### src/verilog/icsr_pkg.sv
/*
 * icsr_pkg: constants and carrier types of the interrupt control and
 * status block (offsets, field positions, masks, reset values).
 * Assumes a single 25 MHz clock domain and a 16-bit register port.
 */
package icsr_pkg;
    // register port geometry
    localparam int unsigned ADDR_W = 4;
    localparam int unsigned DATA_W = 16;
    localparam int unsigned EXT_N = 3;
    localparam int unsigned PRIO_W = 3;
    localparam int unsigned LEVEL_W = 4;
    // register addresses on the plain port
    localparam logic [3:0] OFS_CONTROL_ONE = 4'h0;
    localparam logic [3:0] OFS_CONTROL_TWO = 4'h1;
    localparam logic [3:0] OFS_FLAG_ZERO = 4'h2;
    // reset values
    localparam logic [15:0] RST_CONTROL_ONE = 16'h0000;
    localparam logic [15:0] RST_CONTROL_TWO = 16'h0000;
    localparam logic [15:0] RST_FLAG_ZERO = 16'h0000;
    // implemented bits (everything else ignores writes and reads zero, bar control two bit 14, which reads the timed block)
    localparam logic [15:0] MASK_CONTROL_ONE = 16'hFFDE;
    localparam logic [15:0] MASK_CONTROL_TWO_RW = 16'h8007;
    localparam logic [15:0] MASK_FLAG_ZERO = 16'h7FEF;
    // control register one field positions
    localparam int unsigned B_NESTING_DISABLE = 15;
    localparam int unsigned B_ACC_A_OVERFLOW = 14;
    localparam int unsigned B_ACC_B_OVERFLOW = 13;
    localparam int unsigned B_ACC_A_CATASTROPHIC = 12;
    localparam int unsigned B_ACC_B_CATASTROPHIC = 11;
    localparam int unsigned B_ACC_A_OVF_TRAP_EN = 10;
    localparam int unsigned B_ACC_B_OVF_TRAP_EN = 9;
    localparam int unsigned B_CATASTROPHIC_TRAP_EN = 8;
    localparam int unsigned B_BAD_SHIFT = 7;
    localparam int unsigned B_DIVIDE_BY_ZERO = 6;
    localparam int unsigned B_ARITH_TRAP = 4;
    localparam int unsigned B_ADDRESS_TRAP = 3;
    localparam int unsigned B_STACK_TRAP = 2;
    localparam int unsigned B_CLOCK_FAILURE_TRAP = 1;
    // control register two field positions
    localparam int unsigned B_ALTERNATE_VECTOR = 15;
    localparam int unsigned B_TIMED_BLOCK = 14;
    localparam int unsigned B_EXT_POLARITY_LSB = 0;
    // flag register zero: external request zero flag
    localparam int unsigned B_EXT_REQ0_FLAG = 0;
    // priority of timed disable: requests below this are held off
    localparam logic [3:0] LEVEL_TIMED_BLOCK = 4'h7;

    // arithmetic and hard trap causes from the core, one-cycle pulses
    typedef struct packed {
        logic acc_a_overflow;
        logic acc_b_overflow;
        logic acc_a_catastrophic;
        logic acc_b_catastrophic;
        logic bad_shift;
        logic divide_by_zero;
        logic address_error;
        logic stack_error;
        logic clock_failure;
    } icsr_trap_s;

    // context covered by the one-level shadow
    typedef struct packed {
        logic digit_carry;
        logic negative;
        logic overflow;
        logic zero;
        logic carry;
        logic [3:0][15:0] work_reg;
    } icsr_context_s;
endpackage : icsr_pkg

### src/verilog/icsr_ctrl.sv
/*
 * icsr_ctrl: interrupt control and status registers, external edge
 * requests, one-level fast context shadow, request evaluation, wake-up.
 * Assumes the core gives one-cycle strobes synchronous to clk, and that
 * enable and priority settings of each flag come from elsewhere.
 */
// The implementer's own choices: the address map and the plain strobed port.
`timescale 1ns/1ns

// How it works
// one shadow level: status flags, work regs 0-3
// shadow reached only by push/pop instructions
// push copies context, pop restores it
// software: no nested push/pop across priorities
// three edge-sensitive external request inputs
// control two bits 2..0: one means falling
// sleep/idle: request and wake together
// control one bit 15 disables nesting
// bits 14,13: accumulator overflow trap causes
// bits 12,11: catastrophic overflow trap causes
// bits 10,9,8: overflow trap enables
// bits 7,6: bad shift, divide by zero
// bit 4: arithmetic overflow trap occurred
// bits 3,2,1: address, stack, clock traps
// control two bit 15: alternate vector table
// control two bit 14: timed disable active, read-only
// unimplemented bits read zero, ignore writes
// flag register zero source bit map
// implemented bits read/write, reset to zero
// sample flags each instruction cycle, compare priority
// two-stage sync, edge sets flag always
module icsr_ctrl (
    input wire logic clk, // 25 MHz system clock
    input wire logic rst_n, // asynchronous, active low
    // register port
    input wire logic [icsr_pkg::ADDR_W-1:0] reg_addr,
    input wire logic [icsr_pkg::DATA_W-1:0] reg_wdata,
    input wire logic reg_wr,
    input wire logic reg_rd,
    output logic [icsr_pkg::DATA_W-1:0] reg_rdata,
    // fast context shadow
    input wire logic shadow_push,
    input wire logic shadow_pop,
    input wire icsr_pkg::icsr_context_s cur_context,
    output icsr_pkg::icsr_context_s restore_context,
    output logic restore_valid,
    // external request pins
    input wire logic [icsr_pkg::EXT_N-1:0] external_request_inputs,
    output logic [icsr_pkg::EXT_N-1:0] ext_req_edge,
    // peripheral events feeding flag register zero
    input wire logic [icsr_pkg::DATA_W-1:0] periph_event,
    // trap causes from the core
    input wire icsr_pkg::icsr_trap_s trap_event,
    output logic arith_trap_pending,
    output logic hard_trap_pending,
    // enable and priority of each flag in flag register zero
    input wire logic [icsr_pkg::DATA_W-1:0] interrupt_enable_regs,
    input wire logic [icsr_pkg::DATA_W-1:0][icsr_pkg::PRIO_W-1:0] flag_priority,
    input wire logic [icsr_pkg::LEVEL_W-1:0] cpu_priority_level,
    input wire logic instr_cycle_start,
    input wire logic isr_active,
    input wire logic timed_irq_block_active,
    // power state and request out
    input wire logic sleep_active,
    input wire logic idle_active,
    output logic irq_request,
    output logic [icsr_pkg::PRIO_W-1:0] irq_priority,
    output logic wake_up,
    output logic nesting_disable,
    output logic alternate_vector_select
);

    // highest priority among a set of pending flags
    function automatic logic [icsr_pkg::PRIO_W-1:0] max_prio(
        input logic [icsr_pkg::DATA_W-1:0] pend,
        input logic [icsr_pkg::DATA_W-1:0][icsr_pkg::PRIO_W-1:0] prio
    );
        logic [icsr_pkg::PRIO_W-1:0] best;
        best = '0;
        for (int i = 0; i < icsr_pkg::DATA_W; i++) begin
            if (pend[i] && (prio[i] > best)) begin
                best = prio[i];
            end
        end
        return best;
    endfunction : max_prio

    // register state
    logic [15:0] control_one_ff; // trap flags, enables, nesting
    logic [15:0] control_two_rw_ff; // writable part of control two
    logic [15:0] flag_zero_ff; // peripheral request flags
    logic [15:0] nxt_control_one;
    logic [15:0] nxt_control_two_rw;
    logic [15:0] nxt_flag_zero;
    logic [15:0] rdata_ff; // read data, valid one cycle after strobe
    logic [15:0] nxt_rdata;

    // shadow state
    icsr_pkg::icsr_context_s shadow_ff; // the one shadow level
    icsr_pkg::icsr_context_s restore_ff; // context handed back on pop
    logic restore_valid_ff;

    // synchroniser and edge detection state
    logic [2:0] ext_meta_ff; // first stage, read only by second stage
    logic [2:0] ext_sync_ff; // second stage
    logic [2:0] ext_prev_ff; // previous synchronised level
    logic [2:0] ext_edge_ff; // registered edge pulses

    // request evaluation state
    logic [15:0] sampled_ff; // flags seen at instruction cycle start
    logic irq_ff;
    logic [2:0] irq_prio_ff;
    logic wake_ff;

    // address decode
    wire sel_one = (reg_addr == icsr_pkg::OFS_CONTROL_ONE);
    wire sel_two = (reg_addr == icsr_pkg::OFS_CONTROL_TWO);
    wire sel_flag = (reg_addr == icsr_pkg::OFS_FLAG_ZERO);
    wire wr_one = reg_wr && sel_one;
    wire wr_two = reg_wr && sel_two;
    wire wr_flag = reg_wr && sel_flag;

    // polarity bits of control two
    wire [2:0] ext_polarity = control_two_rw_ff[icsr_pkg::B_EXT_POLARITY_LSB +: 3];

    // edge of the chosen direction; the level alone never fires
    wire [2:0] rise = ext_sync_ff & ~ext_prev_ff;
    wire [2:0] fall = ~ext_sync_ff & ext_prev_ff;
    wire [2:0] ext_edge = (ext_polarity & fall) | (~ext_polarity & rise);

    // trap causes qualified by their enables
    wire en_a_ovf = control_one_ff[icsr_pkg::B_ACC_A_OVF_TRAP_EN];
    wire en_b_ovf = control_one_ff[icsr_pkg::B_ACC_B_OVF_TRAP_EN];
    wire en_cat = control_one_ff[icsr_pkg::B_CATASTROPHIC_TRAP_EN];
    wire take_a_ovf = trap_event.acc_a_overflow && en_a_ovf;
    wire take_b_ovf = trap_event.acc_b_overflow && en_b_ovf;
    wire take_a_cat = trap_event.acc_a_catastrophic && en_cat;
    wire take_b_cat = trap_event.acc_b_catastrophic && en_cat;
    // shift and divide faults trap unconditionally
    wire take_arith = take_a_ovf || take_b_ovf || take_a_cat || take_b_cat
                      || trap_event.bad_shift || trap_event.divide_by_zero;

    // hardware set terms of control one, one bit per cause
    logic [15:0] set_one;
    always_comb begin
        set_one = '0;
        set_one[icsr_pkg::B_ACC_A_OVERFLOW] = take_a_ovf;
        set_one[icsr_pkg::B_ACC_B_OVERFLOW] = take_b_ovf;
        set_one[icsr_pkg::B_ACC_A_CATASTROPHIC] = take_a_cat;
        set_one[icsr_pkg::B_ACC_B_CATASTROPHIC] = take_b_cat;
        set_one[icsr_pkg::B_BAD_SHIFT] = trap_event.bad_shift;
        set_one[icsr_pkg::B_DIVIDE_BY_ZERO] = trap_event.divide_by_zero;
        set_one[icsr_pkg::B_ARITH_TRAP] = take_arith;
        set_one[icsr_pkg::B_ADDRESS_TRAP] = trap_event.address_error;
        set_one[icsr_pkg::B_STACK_TRAP] = trap_event.stack_error;
        set_one[icsr_pkg::B_CLOCK_FAILURE_TRAP] = trap_event.clock_failure;
    end

    // flag register zero set terms; bit 0 comes from external request 0
    wire [15:0] set_flag = (periph_event
                            | {15'h0000, ext_edge[icsr_pkg::B_EXT_REQ0_FLAG]})
                           & icsr_pkg::MASK_FLAG_ZERO;

    // next values: write takes the bus data, a hardware set wins over it
    assign nxt_control_one = ((wr_one ? reg_wdata : control_one_ff) | set_one)
                             & icsr_pkg::MASK_CONTROL_ONE;
    assign nxt_control_two_rw = (wr_two ? reg_wdata : control_two_rw_ff)
                                & icsr_pkg::MASK_CONTROL_TWO_RW;
    assign nxt_flag_zero = ((wr_flag ? reg_wdata : flag_zero_ff) | set_flag)
                           & icsr_pkg::MASK_FLAG_ZERO;

    // read view of control two: the timed-block bit follows the core live
    wire [15:0] control_two_view = control_two_rw_ff
        | ({15'h0000, timed_irq_block_active} << icsr_pkg::B_TIMED_BLOCK);

    // read mux; shadow is never on it, unmapped reads give zero
    assign nxt_rdata = !reg_rd ? 16'h0000 :
                       sel_one ? control_one_ff :
                       sel_two ? control_two_view :
                       sel_flag ? flag_zero_ff :
                       16'h0000;

    // register file; writes to the timed-block bit are dropped by the mask
    always_ff @(posedge clk or negedge rst_n) begin
        if (!rst_n) begin
            control_one_ff <= icsr_pkg::RST_CONTROL_ONE;
            control_two_rw_ff <= icsr_pkg::RST_CONTROL_TWO;
            flag_zero_ff <= icsr_pkg::RST_FLAG_ZERO;
            rdata_ff <= 16'h0000;
        end else begin
            control_one_ff <= nxt_control_one;
            control_two_rw_ff <= nxt_control_two_rw;
            flag_zero_ff <= nxt_flag_zero;
            rdata_ff <= nxt_rdata;
        end
    end

    // two-stage synchroniser then one stage of history for edges
    always_ff @(posedge clk or negedge rst_n) begin
        if (!rst_n) begin
            ext_meta_ff <= 3'h0;
            ext_sync_ff <= 3'h0;
            ext_prev_ff <= 3'h0;
            ext_edge_ff <= 3'h0;
        end else begin
            ext_meta_ff <= external_request_inputs;
            ext_sync_ff <= ext_meta_ff;
            ext_prev_ff <= ext_sync_ff;
            ext_edge_ff <= ext_edge;
        end
    end

    // shadow: one level only, a second push overwrites the first
    always_ff @(posedge clk or negedge rst_n) begin
        if (!rst_n) begin
            shadow_ff <= '0;
            restore_ff <= '0;
            restore_valid_ff <= 1'b0;
        end else begin
            if (shadow_push) begin
                shadow_ff <= cur_context;
            end
            if (shadow_pop) begin
                restore_ff <= shadow_ff;
            end
            restore_valid_ff <= shadow_pop;
        end
    end

    // pending requests: sampled flag with its enable
    wire [15:0] pending = sampled_ff & interrupt_enable_regs;
    wire [2:0] best_prio = max_prio(pending, flag_priority);
    // nesting disabled: a running service routine is not preempted
    wire nest_block = control_one_ff[icsr_pkg::B_NESTING_DISABLE] && isr_active;
    // timed disable holds off levels strictly below the blocking level
    wire timed_block = timed_irq_block_active
                       && ({1'b0, best_prio} < icsr_pkg::LEVEL_TIMED_BLOCK);
    wire prio_wins = ({1'b0, best_prio} > cpu_priority_level);
    wire nxt_irq = prio_wins && !nest_block && !timed_block;
    wire low_power = sleep_active || idle_active;

    // request evaluation: flags are frozen at each instruction start
    always_ff @(posedge clk or negedge rst_n) begin
        if (!rst_n) begin
            sampled_ff <= 16'h0000;
            irq_ff <= 1'b0;
            irq_prio_ff <= 3'h0;
            wake_ff <= 1'b0;
        end else begin
            if (instr_cycle_start) begin
                sampled_ff <= flag_zero_ff;
            end
            irq_ff <= nxt_irq;
            irq_prio_ff <= nxt_irq ? best_prio : 3'h0;
            // wake in the same cycle the request is raised
            wake_ff <= nxt_irq && low_power;
        end
    end

    // outputs
    assign reg_rdata = rdata_ff;
    assign restore_context = restore_ff;
    assign restore_valid = restore_valid_ff;
    assign ext_req_edge = ext_edge_ff;
    assign irq_request = irq_ff;
    assign irq_priority = irq_prio_ff;
    assign wake_up = wake_ff;
    assign nesting_disable = control_one_ff[icsr_pkg::B_NESTING_DISABLE];
    assign alternate_vector_select = control_two_rw_ff[icsr_pkg::B_ALTERNATE_VECTOR];
    assign arith_trap_pending = control_one_ff[icsr_pkg::B_ARITH_TRAP];
    assign hard_trap_pending = control_one_ff[icsr_pkg::B_ADDRESS_TRAP]
                               | control_one_ff[icsr_pkg::B_STACK_TRAP]
                               | control_one_ff[icsr_pkg::B_CLOCK_FAILURE_TRAP];

endmodule : icsr_ctrl

### config.mk
export PLATFORM = sky130hd
export DESIGN_NAME = icsr_ctrl
export DESIGN_NICKNAME = d
export VERILOG_FILES = /design/src/verilog/icsr_pkg.sv /design/src/verilog/icsr_ctrl.sv
export SDC_FILE = /design/constraint.sdc
export NUM_CORES = 1
export LEC_CHECK = 0
export BUFFER_PORTS_ARGS = -buffer_cell sky130_fd_sc_hd__clkbuf_2
export CAP_MARGIN = 0
export CORE_MARGIN = 1
export CORE_UTILIZATION = 35
export DETAILED_ROUTE_END_ITERATION = 6
export SLEW_MARGIN = 5
export SYNTH_ARGS = -nofsm -noshare
export SYNTH_HDL_FRONTEND = slang
export SYNTH_SLANG_ARGS = --single-unit
### constraint.sdc
create_clock -name clk -period 22.4 [get_ports clk]
set_input_delay 1.12 -clock clk [delete_from_list [all_inputs] [get_ports clk]]
set_output_delay 1.12 -clock clk [all_outputs]
set_load 0.005 [all_outputs]
==> results by stage, run 1 <==
Run status:
- The run finished with clean final reports.

Clock network:
- The cell sitting at the root of the clock tree is a clkbuf_16.
- TritonCTS built the clock tree.
- The number of clock buffers added by TritonCTS is 24.
- Counting every sink on the clock net gives about 220.
- The clock edge transition at the registers on the reported setup and hold paths is roughly 0.06 ns.
- The number of hold-repair buffers added at the cts stage is 0.
- The post-cts resize count is 0.
- Once the clock tree was built, the setup fixing pass inserted 0 buffers.
- The clock passes through at most 3 buffers.
- CTS built an H-tree with a depth of 1.
- The clock latency on the worst-skew pair is ~0.50 ns.

Timing:
- Setup repair after global routing left no endpoint under its margin.
- After layout, the minimum clock period comes to between 20 and 25 ns.
- Measured against its own limit, the worst slew margin works out to 0.264.
- Derived from the worst setup path, the maximum achievable clock frequency is a little under 50 MHz.
- In the finished design, the share of the clock period the worst path needs comes to 0.911.
- On the final layout, the worst clock skew is ~0.0073 ns.
- The worst path meets setup with roughly 2.0 ns of slack.
- The final hold violation count was 0.
- Adding up every negative setup slack in the final design gives 0 ns.
- The max-slew violation count was 0.
- The slew at the pin with the worst max-slew slack is approximately 1.1 ns.
- The number of endpoints failing setup at the final stage is 0.

GRT:
- The via count of the first global-routing pass is between 8000 and 9000.
- The initial antenna violation count came to 2.
- Entering global routing, the biggest net connects approximately 150 pins.
- The total overflow left after global routing is 0.
- The total track usage is 0.174.
- The first-pass GRT wire length is about 42000 um.

Pwr:
- The total internal power is ~0.00080 W.
- Summing internal, switching and leakage power gives between 0.001 and 0.0015 W.
- The power spent charging and discharging nets is roughly 0.0003 W.
- The share of total power consumed by net switching is 0.270.
- Of the total power, registers draw 0.419.
- The largest voltage drop on the vdd net is about 0.067 mV.
- Dividing total power by cell area gives a power density of roughly 85 nW/um^2.
- The analysis attributes to cell leakage a power of between 6 and 7 nW.
- Of the total power, the clock network draws 0.373.
- The combinational share of power is 0.208.

Route:
- In the routed layout, each cell is associated on average with a via count of between 5 and 6.
- The remaining antenna violation count after routing is 0.
- In this run, the number of DRC markers left after iteration 0 of detailed routing was between 200 and 300.
- After detailed routing, the average wire length per cell comes to around 17 um.
- The routed layout has slightly below 8000 vias.
- Wires add up to approximately 26000 um.
- After detailed routing, the number of remaining DRC violations is 0.
- The number of detailed-routing iterations run before antenna repair is 6.

Placement:
- OpenSTA, run right after detailed placement, puts the worst setup slack at around 1.5 ns.
- Input and output buffers added on the ports amount to approximately 280.
- Routability-driven placement finished with a final weighted congestion of just under 0.9.
- The count of placed standard cells including taps is about 1500.
- The HPWL after detailed placement is approximately 19000 um.

Setup path:
- In this design, the critical path's most frequently occurring cell is ha_1.
- By startpoint and endpoint, the worst setup path is classified as input pin to flip-flop.
- The arrival time at the worst endpoint is slightly above 20 ns.
- The data required time of the worst path is roughly 23 ns.
- Measured in cells, the most critical reg-to-reg path has a length of approximately 100.
- The capture instance of the worst register-to-register path is wake_up.
- The kind of end point of the critical path is a flip-flop.
- The worst-case register-to-register setup slack is roughly 2.3 ns.
- The number of buffers and inverters on the critical path is 6.
- The maximum fanout count along the critical path is 7.
- The worst setup path is launched from an input pin.
- In this run the critical register-to-register path is launched from sampled_ff[0].
- The cell with the largest stage delay on the worst path is a311oi_1.
- The largest single stage delay on the critical path is around 0.74 ns.
- The cell family contributing the most delay on the critical path is compound AO/OA/AOI/OAI gates.

Die:
- The floorplan step set the die height to 174 um.
- The die covers roughly 30000 sq um.
- The effective utilization at floorplan is 0.357.
- The floorplan has 62 rows.
- The region available for standard cell placement spans a little under 30000 sq um.
- The number of ports placed on the die boundary is slightly below 300.
- The die is 174 um wide.

Finish:
- Relative to the synthesized area, the layout overhead comes to 26.0%.
- The number of nets in the finished design is 1388.
- In the final layout, the share of cells above drive strength 1 is 0.430.
- The non-filler instance count after layout is 1569.
- For this run, the share of the core covered by cells in the final layout is 0.450.
- The number of inserted filler cells in the final layout is about 2700.

Yosys:
- Of the total synthesized cell area, the portion taken by XOR and XNOR cells is 0.
- For this run, the register share of the synthesized area comes to 0.529.
- The cell count after synthesis is 882.
- The synthesized design contains ~220 register bits.
- The simple-gate portion of the synthesized area is 0.125.
- The number of warnings issued by yosys is 0.
- The cell area that synthesis handed to floorplanning was between 10000 and 15000 sq um.
- The post-synthesis adder-cell area fraction is 0.0339.
- Yosys mapped the design onto 73 distinct sky130hd cell types.
- The area fraction in compound gates after synthesis is 0.109.
- When the netlist entered floorplanning its net count stood at 1100.
- Each instance of the synthesized netlist takes up on average 11.7 sq um.
- After synthesis, the largest family of logic cells by area is multiplexers.
- The share of synthesized registers carrying an async set or reset is 1.00.
- The portion of synthesized area spent on multiplexers is 0.183.
- Among all flip-flop cells after synthesis, the most frequent one is dfrtp_1.
- Yosys mapped a number of flops with a built-in enable equal to 0.

Run:
- The number of max-cap violations is 0.

Min path:
- The class of the tightest hold or removal check is flip-flop to flip-flop.
- The cell count of the worst hold path is 0.
- The end of the worst hold path is ext_sync_ff[1].
- The worst hold path begins at ext_meta_ff[1].
-- cell families after synthesis --
family | count (synthesis)
compound gates | 145
fa+ha+maj | 29
buf+inv | 54
flops | 218
mux | 168
simple gates | 268
-- final cells by class --
cell class | instances | area, sq um | share of cell area
Antenna cell | 1 | 2.50 | 0.000193
Tap cell | 384 | 480 | 0.0370
Timing Repair Buffer | 287 | 1460 | 0.112
Inverter | 29 | 109 | 0.00838
Clock inverter | 8 | 149 | 0.0115
Sequential cell | 218 | 5460 | 0.420
Multi-Input combinational cell | 610 | 4660 | 0.359
Clock buffer | 32 | 672 | 0.0517
-- cells in the final DEF (no fill, tap or decap), drive strengths merged, types with 4 or more instances in the layout --
cell type	instances
a21o	6
or2	5
nor3	10
o21ai	24
a211oi	8
inv	30
o211ai	7
a22o	10
mux2	160
a31oi	9
o22ai	6
ha	22
or3	6
nor2	59
o31ai	5
nor2b	5
nand3b	18
buf	7
clkbuf	312
dfrtp	218
a22oi	5
nand2	99
nand2b	4
and3	11
a2111oi	4
and2	9
mux2i	8
maj3	7
a21oi	32
bufinv	4
nand3	31
-- worst max path at each step --
stage | from | to | cells past startpoint
floorplan | flag_priority[1] | irq_priority[2] | 98
global placement | interrupt_enable_regs[0] | irq_priority[2] | 99
detailed placement | interrupt_enable_regs[0] | wake_up | 99
CTS | interrupt_enable_regs[0] | wake_up | 99
global route | interrupt_enable_regs[0] | wake_up | 99
finish | interrupt_enable_regs[0] | wake_up | 99
-- routing by layer --
layer  GRT usage  wire (um)
met5           0          0
met4      0.0406        428
met3      0.0627       2610
met2       0.286      12000
met1       0.216      11000
-- metrics by stage --
stage / area [sq um] / hold WS, ns
after floorplan: 10300 / 0.331
after global routing: 13000 / 0.354
after CTS: 13000 / 0.353
after detailed placement: 12200 / 0.336
after global placement: 12200 / 0.334
final: 13000 / 0.346
-- state kept, by name, summed over array words and instances, names as in the netlist --
register and cells:
ext_prev_ff 3, flag_zero_ff 14, restore_valid 1, control_two_rw_ff 4, ext_meta_ff 3, irq_priority 3
control_one_ff 14, sampled_ff 14, ext_req_edge 3, reg_rdata 16, shadow_ff 69, irq_request 1
ext_sync_ff 3, wake_up 1, restore_context 69
-- power groups by stage --
stage	clock, W	sequential [W]	combinational [W]
2_1_floorplan	0	0.000464	0.000143
3_3_place_gp	0	0.000465	0.000225
6_report	0.000410	0.000460	0.000229
3_5_place_dp	0	0.000467	0.000230
5_1_grt	0.000440	0.000466	0.000257
4_1_cts	0.000425	0.000460	0.000231
-- Yosys cell counts, types with 7 or more instances --
master	n	area [sq um]
a21oi_1	30	150
o21ai_0	20	100
ha_1	22	275
mux2i_1	8	80.1
mux2_2	159	1790
clkbuf_1	21	78.8
a22o_1	10	87.6
and2_1	9	56.3
nor3_1	9	45.0
nand3b_1	18	135
inv_1	29	109
nand2_1	98	368
and3_1	11	68.8
nand3_1	31	155
dfrtp_1	218	5460
nor2_1	58	218
o211ai_1	7	52.6
Power figures use the tool's default switching activity.
==> run 2: changes to the inputs <==
--- a/config.mk
+++ b/config.mk
@@ -7,8 +7,10 @@
 export LEC_CHECK = 0
 export BUFFER_PORTS_ARGS = -buffer_cell sky130_fd_sc_hd__clkbuf_2
 export CAP_MARGIN = 0
+export CORE_ASPECT_RATIO = 0.5
 export CORE_MARGIN = 1
 export CORE_UTILIZATION = 35
+export CTS_BUF_LIST = sky130_fd_sc_hd__clkbuf_8 sky130_fd_sc_hd__clkbuf_16
 export DETAILED_ROUTE_END_ITERATION = 6
 export SLEW_MARGIN = 5
 export SYNTH_ARGS = -nofsm -noshare
==> run 2 against run 1 <==
Compared with the run above: cell count is 0.25% lower; register-to-register slack worse by 0.37 ns; utilization is 0.60 points higher; via count is 1.9% higher; global-route usage is 0.061 points higher; first-iteration DRC count is 76% higher; cell area is 0.64% lower; setup slack worse by 0.35 ns; worst hold slack better by 0.0011 ns.
==> results by stage, run 2 (synthesis gave the netlist of run 1 again) <==
Min path:
- In this run the worst hold path is classified as flip-flop to flip-flop.

Timing:
- The highest clock frequency the design can meet is between 40 and 50 MHz.
- Setup violations remaining at the end of the flow were counted as 0.
- The worst path in the final design needs a cycle of ~21 ns, including I/O delays and setup.
- Across the routed clock network, the largest skew measured is 0.0108 ns.
- Across all setup checks in the final design, the least slack found is 1.63 ns.
- The tightest slew margin relative to the limit is 0.248.
- The max-slew violation count is 0.
- Setup repair after global routing left no endpoint under its margin.
- The ratio of final minimum period to clock period is 0.927.
- The slew at the pin with the worst max-slew slack is about 1.1 ns.
- Setup total negative slack on the finished layout was measured at 0 ns.
- The final hold violation count is 0.

Route:
- The number of vias per cell is roughly 5.
- The detailed router finished its first iteration with 515 violations.
- The total vias in the final route is between 8000 and 9000.
- Dividing the detail-routed wire length by the instance count gives 17.2 um.
- The first detailed-routing pass ran for 5 iterations.
- For this run, design rule violations remaining after detail routing come to 0.
- The detailed-route wire length is about 27000 um.
- In this run the remaining antenna-violating nets after routing total 0.

Finish:
- The library cells used most frequently in the layout, excluding fill and tap cells, are clkbuf_2, dfrtp_1, mux2_2.
- The core utilization of the finished layout is 0.456.
- Leaving out fill and tap cells, the most frequent cell in the layout is clkbuf_2.
- The number of inserted filler cells in the final layout is ~2700.
- Summing all multi-input logic gate instances after layout gives 4670 sq um.
- In the final design database the tool counted 1386 nets.
- Of the cells placed in the final design, the portion with a size suffix greater than 1 is 0.428.
- In the final layout, flip-flops and latches occupy 5460 sq um.
- Relative to the synthesized area, the layout overhead comes to 25.2%.

Die:
- The core box area is about 28000 sq um.
- In this run the count of I/O pins placed on the die edge is approximately 290.
- The die is around 240 um wide.
- The effective utilization at floorplan is 0.364.
- The floorplan step set the die height to between 100 and 150 um.
- Row generation in the floorplan step produced 43 rows.
- The die footprint is a little over 30000 sq um.

Setup path:
- The worst setup path is captured at a flip-flop.
- The arrival time at the worst endpoint is about 21 ns.
- Data on the critical path is required at its endpoint by approximately 23 ns.
- Of all nets on the critical path, the largest fanout is 7.
- The cell with the largest stage delay on the worst path is a2111oi_1.
- The type of the setup path with the least slack is input pin to flip-flop.
- The critical path's largest stage delay is around 0.83 ns.
- The most numerous cell type found on the critical path is ha_1.
- STA classifies the critical path startpoint as an input pin.

Placement:
- The placement-stage worst setup slack is between 1 and 1.5 ns.
- The count of buffers from port buffering is about 280.
- Detailed placement ended at an HPWL of around 20000 um.
- The placer congestion estimate is between 0.9 and 1.

Clock network:
- The clock tree from TritonCTS is done.
- For this design, the sink count on the clock tree is roughly 220.
- In this run the post-CTS setup repair buffer count came out at 0.
- The H-tree depth reported by CTS is 1.
- The clock passes through at most 3 buffers.
- After clock tree synthesis, the clock-pin slew on the worst setup and hold paths is about 0.07 ns.
- The number of hold buffers added after CTS was 0.
- The clock latency on the worst-skew pair is between 0.5 and 0.6 ns.
- Clock tree synthesis inserted a total of 22 buffers.
- The cell chosen for the clock root is clkbuf_16.
- The post-cts resize count is 0.

GRT:
- The via count of the first global-routing pass was 7945.
- The total track usage is 0.174.
- The first global-routing pass estimated 42200 um of wire.
- The initial antenna violation count is 2.
- Entering global routing, the biggest net connects 138 pins.
- The total congestion overflow after global routing is 0.

Pwr:
- The leakage power figure is around 6.1 nW.
- The largest voltage drop on the vdd net is about 0.055 mV.
- In this run the power density over the cells is 82.7 nW/um^2.

Run status:
- The run finished with clean final reports.

Run:
- Max-cap violations in this run came to 0.
[run 2: changes by cell type in the layout (fill, tap and decap cells not counted), moves of 2 or more]
| cell | before | now |
|---|---|---|
| clkbuf_8 | 2 | 4 |
| clkinvlp_4 | 2 | 0 |
| clkbuf_16 | 25 | 23 |
| clkbuf_1 | 5 | 0 |
| inv_1 | 29 | 34 |
| diode_2 | 1 | 3 |
[run 2: path summary, 6_finish.rpt]
kind	startpoint	endpoint	slack [ns]	cells after the start
max	interrupt_enable_regs[0]	wake_up	1.63	100
min	ext_meta_ff[0]	ext_sync_ff[0]	0.35	0
max reg2reg	sampled_ff[0]	wake_up	1.93	99
min reg2reg	ext_meta_ff[0]	ext_sync_ff[0]	0.35	0
max in group asynchronous	rst_n	sampled_ff[10]	19.93	2
min in group asynchronous	rst_n	shadow_ff[13]	0.81	1
[run 2: cell type report]
cell class / count / area share
clock buffers: 26 / 0.0478
multi-input cells: 610 / 0.362
flip-flops and latches: 218 / 0.423
clock inverters: 10 / 0.00921
well taps: 382 / 0.0370
diodes: 3 / 0.000582
repair buffers: 287 / 0.113
inverters: 29 / 0.00843
[run 2: routing by layer]
layer,global-route usage,routed length (um),share of wire
met5,0,0,0
met4,0.0598,852,0.032
met3,0.0250,1070,0.040
met2,0.315,14100,0.52
met1,0.215,10900,0.41
[run 2: critical path, delay by kind of cell]
family,cells,cell delay [ns]
adder cells (fa/ha/maj),21,6.25
AO/OA/AOI/OAI,30,6.93
AND/OR/NAND/NOR,39,5.09
multiplexers,4,1.27
buffers and inverters,6,0.50
[run 2: power breakdown]
group	switching (W)	internal (W)	total, W
Combinational	0.000123	0.000110	0.000233
Sequential	0.0000233	0.000436	0.000460
Clock	0.000146	0.000228	0.000375
Total	0.000293	0.000775	0.00107
[run 2: stage by stage]
stage	total power, W	hold WS [ns]	cells	instance area [sq um]
CTS	0.00108	0.351	1562	12900
finish	0.00107	0.348	1565	12900
global placement	0.000688	0.334	1526	12200
floorplan	0.000607	0.331	882	10300
detailed placement	0.000699	0.337	1526	12200
global route	0.00113	0.371	1564	12900
